===== src/exc_vec_pkg.sv =====
// Package for the exception vector address and fetch unit.
// Assumes a 16-bit external word bus with 24-bit byte addresses.
package exc_vec_pkg;
  localparam int ADDR_W = 24;
  localparam int DATA_W = 16;
  localparam int VEC_COUNT = 256;
  localparam int TABLE_BYTES = 1024;
  localparam logic [23:0] BASE_RESET = 24'h000000;
  localparam logic [23:0] RESET_VEC_ADDR = 24'h000000;
  localparam logic [23:0] RESET_LAST_ADDR = 24'h000006;
  localparam logic [7:0] VEC_SPURIOUS = 8'h18;
  localparam logic [7:0] VEC_AUTO_BASE = 8'h18;
  localparam logic [7:0] VEC_TRAP_FIRST = 8'h20;
  localparam logic [7:0] VEC_USER_FIRST = 8'h40;
  localparam logic [2:0] SPACE_SUP_DATA = 3'h5;
  localparam logic [2:0] SPACE_SUP_PROG = 3'h6;
  localparam logic [2:0] SPACE_CPU = 3'h7;
  localparam logic [1:0] SCALE_SHIFT = 2'h2;

  // Bus request carried to the external bus unit
  typedef struct packed {
    logic valid;
    logic [2:0] space;
    logic [23:0] addr;
  } bus_req_t;

  // Bus response from the external bus unit
  typedef struct packed {
    logic ack;
    logic autovec;
    logic berr;
    logic [15:0] data;
  } bus_rsp_t;
endpackage : exc_vec_pkg


===== src/exception_vector_fetch.sv =====
// Exception vector address generation and reset vector fetch.
// Assumes an external bus unit that runs one word access per request and
// answers with ack, autovec or berr in a later cycle; sequencer is on clk_i.
`timescale 1ns/1ps
`default_nettype none

module exception_vector_fetch #(
  parameter int VEC_N = 256 // Number of vectors
) (
  input wire logic clk_i, // 50 MHz core clock
  input wire logic reset_i, // Async reset, active high
  input wire logic base_wr_i, // Control register move write strobe
  input wire logic [23:0] base_wdata_i, // New table base
  input wire logic exc_req_i, // Exception request from sequencer
  input wire logic [7:0] exc_vec_i, // Vector number of exception
  input wire logic iack_req_i, // Interrupt acknowledge request
  input wire logic [2:0] irq_level_i, // Level being acknowledged
  input wire exc_vec_pkg::bus_rsp_t rsp_i, // Bus response
  output var exc_vec_pkg::bus_req_t req_o, // Bus request
  output logic busy_o, // Sequence in progress
  output logic [23:0] base_o, // Current table base
  output logic [31:0] sp_o, // Loaded stack pointer
  output logic [31:0] pc_o, // Loaded handler or reset address
  output logic [7:0] vec_o, // Vector number in use
  output logic done_o // Pulse: pc_o valid
);
  // Elaboration check: vector numbers are eight bits wide
  if (VEC_N != exc_vec_pkg::VEC_COUNT) begin : g_bad_vec_n
    $error("VEC_N must be 256");
  end

  typedef enum logic [2:0] {
    ST_RESET, ST_IDLE, ST_IACK, ST_HI, ST_LO
  } state_t;

  state_t state_q, state_d;
  logic [23:0] base_q;
  logic [23:0] addr_q, addr_d;
  logic [2:0] space_q, space_d;
  logic [1:0] rcnt_q, rcnt_d;
  logic [31:0] sp_q, sp_d, pc_q, pc_d;
  logic [7:0] vec_q, vec_d;
  logic done_q, done_d;
  logic valid_q, valid_d;

  // Vector selection and address forming
  wire logic [7:0] auto_vec = exc_vec_pkg::VEC_AUTO_BASE + {5'h00, irq_level_i};
  wire logic [7:0] iack_vec = rsp_i.autovec ? auto_vec :
                              rsp_i.berr ? exc_vec_pkg::VEC_SPURIOUS :
                              rsp_i.data[7:0];
  wire logic [23:0] vec_off = {14'h0000, exc_vec_i, 2'h0};
  wire logic [23:0] iack_off = {14'h0000, iack_vec, 2'h0};
  wire logic [23:0] exc_addr = base_q + vec_off;
  wire logic [23:0] iack_addr = base_q + iack_off;
  wire logic [23:0] next_word = addr_q + 24'h000002;
  wire logic resp = rsp_i.ack | rsp_i.berr | rsp_i.autovec;

  // Table base: cleared by reset, written only by the move port
  always_ff @(posedge clk_i or posedge reset_i) begin
    if (reset_i) begin
      base_q <= exc_vec_pkg::BASE_RESET;
    end else if (base_wr_i) begin
      base_q <= base_wdata_i;
    end
  end

  // Sequencer next state
  always_comb begin
    state_d = state_q;
    addr_d = addr_q;
    space_d = space_q;
    rcnt_d = rcnt_q;
    sp_d = sp_q;
    pc_d = pc_q;
    vec_d = vec_q;
    done_d = 1'b0;
    valid_d = valid_q;
    case (state_q)
      ST_RESET: begin
        // Four words: SP hi, SP lo, PC hi, PC lo
        if (!valid_q) begin
          valid_d = 1'b1;
          addr_d = exc_vec_pkg::RESET_VEC_ADDR;
          space_d = exc_vec_pkg::SPACE_SUP_PROG;
          vec_d = 8'h00;
        end else if (rsp_i.ack) begin
          case (rcnt_q)
            2'h0: sp_d = {rsp_i.data, sp_q[15:0]};
            2'h1: sp_d = {sp_q[31:16], rsp_i.data};
            2'h2: pc_d = {rsp_i.data, pc_q[15:0]};
            default: pc_d = {pc_q[31:16], rsp_i.data};
          endcase
          rcnt_d = rcnt_q + 2'h1;
          addr_d = next_word;
          if (rcnt_q == 2'h3) begin
            valid_d = 1'b0;
            done_d = 1'b1;
            state_d = ST_IDLE;
          end
        end
      end
      ST_IDLE: begin
        if (iack_req_i) begin
          valid_d = 1'b1;
          addr_d = {21'h1fffff, irq_level_i};
          space_d = exc_vec_pkg::SPACE_CPU;
          state_d = ST_IACK;
        end else if (exc_req_i) begin
          valid_d = 1'b1;
          addr_d = exc_addr;
          space_d = exc_vec_pkg::SPACE_SUP_DATA;
          vec_d = exc_vec_i;
          state_d = ST_HI;
        end
      end
      ST_IACK: begin
        if (resp) begin
          addr_d = iack_addr;
          space_d = exc_vec_pkg::SPACE_SUP_DATA;
          vec_d = iack_vec;
          state_d = ST_HI;
        end
      end
      ST_HI: begin
        if (rsp_i.ack) begin
          pc_d = {rsp_i.data, pc_q[15:0]};
          addr_d = next_word;
          state_d = ST_LO;
        end
      end
      ST_LO: begin
        if (rsp_i.ack) begin
          pc_d = {pc_q[31:16], rsp_i.data};
          valid_d = 1'b0;
          done_d = 1'b1;
          state_d = ST_IDLE;
        end
      end
      default: begin
        state_d = ST_IDLE;
        valid_d = 1'b0;
      end
    endcase
  end

  // Sequencer registers
  always_ff @(posedge clk_i or posedge reset_i) begin
    if (reset_i) begin
      state_q <= ST_RESET;
      addr_q <= 24'h000000;
      space_q <= 3'h0;
      rcnt_q <= 2'h0;
      sp_q <= 32'h00000000;
      pc_q <= 32'h00000000;
      vec_q <= 8'h00;
      done_q <= 1'b0;
      valid_q <= 1'b0;
    end else begin
      state_q <= state_d;
      addr_q <= addr_d;
      space_q <= space_d;
      rcnt_q <= rcnt_d;
      sp_q <= sp_d;
      pc_q <= pc_d;
      vec_q <= vec_d;
      done_q <= done_d;
      valid_q <= valid_d;
    end
  end

  // Outputs
  assign req_o = '{valid: valid_q, space: space_q, addr: addr_q};
  assign busy_o = (state_q != ST_IDLE);
  assign base_o = base_q;
  assign sp_o = sp_q;
  assign pc_o = pc_q;
  assign vec_o = vec_q;
  assign done_o = done_q;
endmodule : exception_vector_fetch

`default_nettype wire


===== config.mk =====
export PLATFORM = sky130hd
export DESIGN_NAME = exception_vector_fetch
export DESIGN_NICKNAME = d
export VERILOG_FILES = /design/src/exc_vec_pkg.sv /design/src/exception_vector_fetch.sv
export SDC_FILE = /design/constraint.sdc
export NUM_CORES = 1
export LEC_CHECK = 0
export BUFFER_PORTS_ARGS = -buffer_cell sky130_fd_sc_hd__buf_2
export CORE_MARGIN = 2
export CORE_UTILIZATION = 40
export DETAILED_ROUTE_END_ITERATION = 10
export PLACE_DENSITY_LB_ADDON = 0.3
export SYNTH_ARGS = -nofsm -noshare
export SYNTH_HDL_FRONTEND = slang
export SYNTH_SLANG_ARGS = --single-unit

===== constraint.sdc =====
create_clock -name clk_i -period 6.66 [get_ports clk_i]
set_input_delay 0.666 -clock clk_i [delete_from_list [all_inputs] [get_ports clk_i]]
set_output_delay 0.666 -clock clk_i [all_outputs]
set_load 0.05 [all_outputs]

# Word-level counts from Yosys, hierarchy flattened
# Index checks and enable logic that the tools add are counted.
[classes]
add_sub_neg = 5
eq_ne = 21
muxes = 46
n_bitwise = 7
reduce_logical = 18
[op_table]
columns = ["cell", "count"]
rows = [
  ["case mux 32 bit (2 select lines)", 2],
  ["two-way mux 24 bit", 5],
  ["two-way mux 32 bit", 3],
  ["case mux 24 bit (4 select lines)", 1],
  ["case mux 32 bit (3 select lines)", 1],
  ["adder 24 x 10 -> 24 bit", 2],
  ["two-way mux 8 bit", 6],
  ["two-way mux 3 bit", 12],
  ["adder 24 x 2 -> 24 bit (second input constant)", 1],
  ["case mux 8 bit (3 select lines)", 1],
  ["!= test 2 bit (second input constant)", 11],
  ["AND reduction 7 bit", 3],
  ["two-way mux 16 bit", 1],
  ["case mux 3 bit (5 select lines)", 1],
  ["AND reduction 5 bit", 3],
  ["two-way mux 1 bit", 10],
  ["case mux 3 bit (3 select lines)", 1],
  ["AND reduction 3 bit", 3],
  ["adder 5 x 3 -> 6 bit (first input constant)", 1],
  ["== test 3 x 2 -> 1 bit (second input constant)", 2],
  ["NOT 1 bit", 5],
  ["== test 2 bit (second input constant)", 2],
  ["case mux 1 bit (4 select lines)", 1],
  ["AND reduction 4 bit", 1],
  ["other kinds (15)", 18],
]
[totals]
reg_bits = 130
inputBits = 59
output_inout_bits = 126
wordCells = 109

# Depth between registers and ports, before layout
[depth]
depth_word = 6
ltp_mapped = 12

# Least setup slack after synthesis
# OpenSTA, ideal clock, no wires.
[synth_timing]
path_kind = "input to register"
startpoint = "input rsp_i[17] (netlist bit)"
endpoint = "register addr_q[20]"
setup_ns = 0.126
arrival_ns = 3.078
required_time_ns = 6.534
setup_slack_ns = 3.456
path_stages = 12
cell_sequence = "clkbuf_1 > nand2b_1 > o21ai_0 > ha_1 > inv_1 > fa_1 > nor2b_1 > o31a_1 > o21ai_1 > a22o_1 > o311a_1 > o32a_1"
[synth_via]
elab_chain_len = 4
word_cells_on_any_way = 7
[synth_rtl]
columns = ["element", "line", "text"]
rows = [
  ["start: declaration", "exception_vector_fetch.sv:18", "input wire exc_vec_pkg::bus_rsp_t rsp_i,"],
  ["two-way mux 8 bit", "exception_vector_fetch.sv:48", "wire logic [7:0] iack_vec = rsp_i.autovec ? auto_vec :"],
  ["adder 24 x 10 -> 24 bit", "exception_vector_fetch.sv:54", "wire logic [23:0] iack_addr = base_q + iack_off;"],
  ["two-way mux 24 bit", "exception_vector_fetch.sv:117", "if (resp) begin"],
  ["case mux 24 bit (4 select lines)", "exception_vector_fetch.sv:78", "case (state_q)"],
  ["end signal: assignment", "exception_vector_fetch.sv:160", "addr_q <= addr_d;"],
  ["end: declaration", "exception_vector_fetch.sv:38", "logic [23:0] addr_q, addr_d;"],
]
# Several ways; a longest one is shown, not always the timed one. The select of a mux whose other input is x is not followed.
# A chain may end at the register's enable or synchronous reset.

# Worst setup path in the final report
[layout_timing]
startpoint = "register state_q[1]"
endpoint = "register vec_q[2], in the netlist vec_o[2]"
[layout_via]
elab_chain_len = 3
word_cells_on_any_way = 10
[layout_rtl]
columns = ["element", "line", "text"]
rows = [
  ["start: declaration", "exception_vector_fetch.sv:36", "state_t state_q, state_d;"],
  ["start signal: assignment", "exception_vector_fetch.sv:159", "state_q <= state_d;"],
  ["== test 3 x 1 -> 1 bit (tied with other cells)", "exception_vector_fetch.sv:78", ""],
  ["!= test 2 bit (no source line) / nonzero test 3 bit (equally long branches)", "n/a", ""],
  ["AND reduction 5 bit (no source line)", "n/a", ""],
  ["end signal: assignment", "exception_vector_fetch.sv:165", "vec_q <= vec_d;"],
  ["end: declaration", "exception_vector_fetch.sv:42", "logic [7:0] vec_q, vec_d;"],
]
# Several ways; a longest one is shown, not always the timed one.

==> metrics.cfg <==
[logic_synthesis]
synth.most_common_cell=nand2_1
yosysSeqAreaShare=0.4470
synthTopCellsByArea=dfrtp_1 45%, o21ai_0 8.2%, nand2_1 7.0%
synth_edf_count=0
yosys.area.top_type=dfrtp_1
postSynthAreaPerCell_um2=8.930
synthTopCellsByCount=136 x nand2_1, 130 x dfrtp_1, 119 x o21ai_0, 36 x nor2_1, 34 x inv_1
syn-cell-area_mm2=0.007278
synth_fp_nets=898
ys_ff_latch=130
ys.warnings.count=0
async_flop_share=1.000
synth_top_area_frac=0.4470
ys.flop_type=dfrtp_1
syn_inst=815
synth_cell_type_count=68

[finish]
final_util=0.4985
fillers=1751
fin_area_mm2=0.008924
regArea_mm2=0.003253
finalNonFillerCells=1220
fin_nets=1061
multi_input_area_mm2=0.003689
diodes=0
synthToLayoutAreaGrowth_pct=22.61
drive_above_1_share=0.2624

[cts]
cts_tree=done
clk_pin_slew_ps=70
cts_root_buf=clkbuf_16
ctsResizeCount=0
postCtsSetupBuffers=0
cts_buffers=17
holdBufCountCts=0
cts-htree-levels=4
clk_path_buf_depth=2
cts.sinks=130
insertion_delay_ps=430

[power]
switching_share=0.5187
p_per_area_mw_per_mm2=538.9
finalPower_mw=4.809
leakage_nw=4.147
switching_power_mw=2.494
peakVddDrop_v=0.0003108
p_comb_frac=0.521
p_int_mw=2.315
p_clk_frac=0.202
seq_power_share=0.277

[timing]
relSlewSlack=0.2470
fin_skew_ps=11.23
timing.final.hold_violations=0
finalCriticalPeriod_ps=3402
setup_tns_ps=0
worst_slack_ps=3258
finalMaxSlewViolations=0
fin_crit_sh=0.5108
holdWs_ps=383.6
rsz0062_at_grt=no
setup_violations=0
worst_pin_slew_ps=1130
clock.fmax_ghz=0.2940

[floorplanning]
fp.dieW_um=138.9
core_mm2=0.01790
num_io_pins=185
rows=49
initial_core_util=0.4066
fp.dieH_um=138.9
die_area_mm2=0.01929

[routing]
ant_nets=0
first_pass_iters=6
drc_errors=0
wire_per_inst_um=18.41
vias=6783
first_iter_violations=535
wl_um=22460
vias_per_cell=5.560

[global_route]
grt_use_total=0.2345
grt_pass1_vias=6574
grt_max_degree=69
antenna_found_initial=0
grt_pass1_wl_um=35680
overflow=0

[critical_path]
criticalPathCategory=register to register
cp.required_ps=6950
critPathArrivalTime_ps=3690
cp-end-kind=register
path_max_fanout=19
start_kind=register

[placement]
place_area_mm2=0.008317
place_hpwl_um=15920
pre_cts_slack_ps=3145
port_buffers=184
dp.cells=1188
gp_congestion=0.9200

[outcome]
status=completed

[job]
cap_violations=0

[hold_path]
worstHoldPathType=primary input to asynchronous set/reset pin

final timing paths:
kind / depth (start not counted) / start / to / slack, ps
max: 9 / state_q[1] / vec_o[2] / 3260
min: 2 / reset_i / sp_o[9] / 380
max reg2reg: 9 / state_q[1] / vec_o[2] / 3260
min reg2reg: 1 / space_q[2] / space_q[2] / 480
max in group asynchronous: 3 / reset_i / addr_q[19] / 4880
min in group clk_i: 3 / base_wdata_i[3] / base_o[3] / 440
layout make-up:
class                           instances  share of cell area
Multi-Input combinational cell        606              0.4133
Tap cell                              229             0.03211
Clock buffer                           18             0.04921
Clock inverter                         14             0.01879
Timing Repair Buffer                  189              0.1074
Inverter                               34             0.01458
Sequential cell                       130              0.3646
critical path: stages, from the launching register on:
cell and delay (ps):
dfrtp_1 550, nand2b_1 220, nor2_2 40, buf_4 220, inv_1 320, nor2_1 100, nor2_1 820, nand3_1 680
nand2_1 210, o21ai_0 100
logic make-up after synthesis:
kind of cell    after synthesis  synth area share
simple gates                294            0.1912
buf+inv                      79           0.04676
compound gates              239            0.2046
fa+ha+maj                    24           0.04332
mux                          25           0.03834
flops                       130            0.4470
xor+xnor                     24           0.02888
power by group through the flow:
stage	sequential, mW	combinational, mW	clock [mW]
2_1_floorplan	2.09	1.10	0
3_3_place_gp	1.33	2.48	0
3_5_place_dp	1.33	2.50	0
4_1_cts	1.33	2.51	0.986
5_1_grt	1.37	2.70	1.02
6_report	1.33	2.51	0.971
sequential cells by signal, indices dropped and copies added, names as in the netlist:
signal,flops
addr_q,24
base_o,24
done_o,1
pc_o,32
rcnt_q,2
sp_o,32
space_q,3
state_q,3
valid_q,1
vec_o,8
metal layers:
| metal | wire, um | vias up | share of wire | track usage |
|---|---|---|---|---|
| met5 | 0 | - | 0 | 0 |
| met2 | 10640 | 271 | 0.47 | 0.3791 |
| met4 | 478 | 0 | 0.021 | 0.07443 |
| met1 | 9333 | 3269 | 0.42 | 0.2966 |
| met3 | 2013 | 34 | 0.090 | 0.08184 |
| li1 | - | 3209 | - | - |
cells in the final DEF (no fill, tap or decap), types with 23 or more instances in the layout:
master and instances:
mux2_2 23, nand2_1 136, nand3_1 33, inv_1 33, a21oi_1 25, nor2_1 36, o21ai_0 119, buf_2 184
dfrtp_1 130
Power figures use the tool's default switching activity.
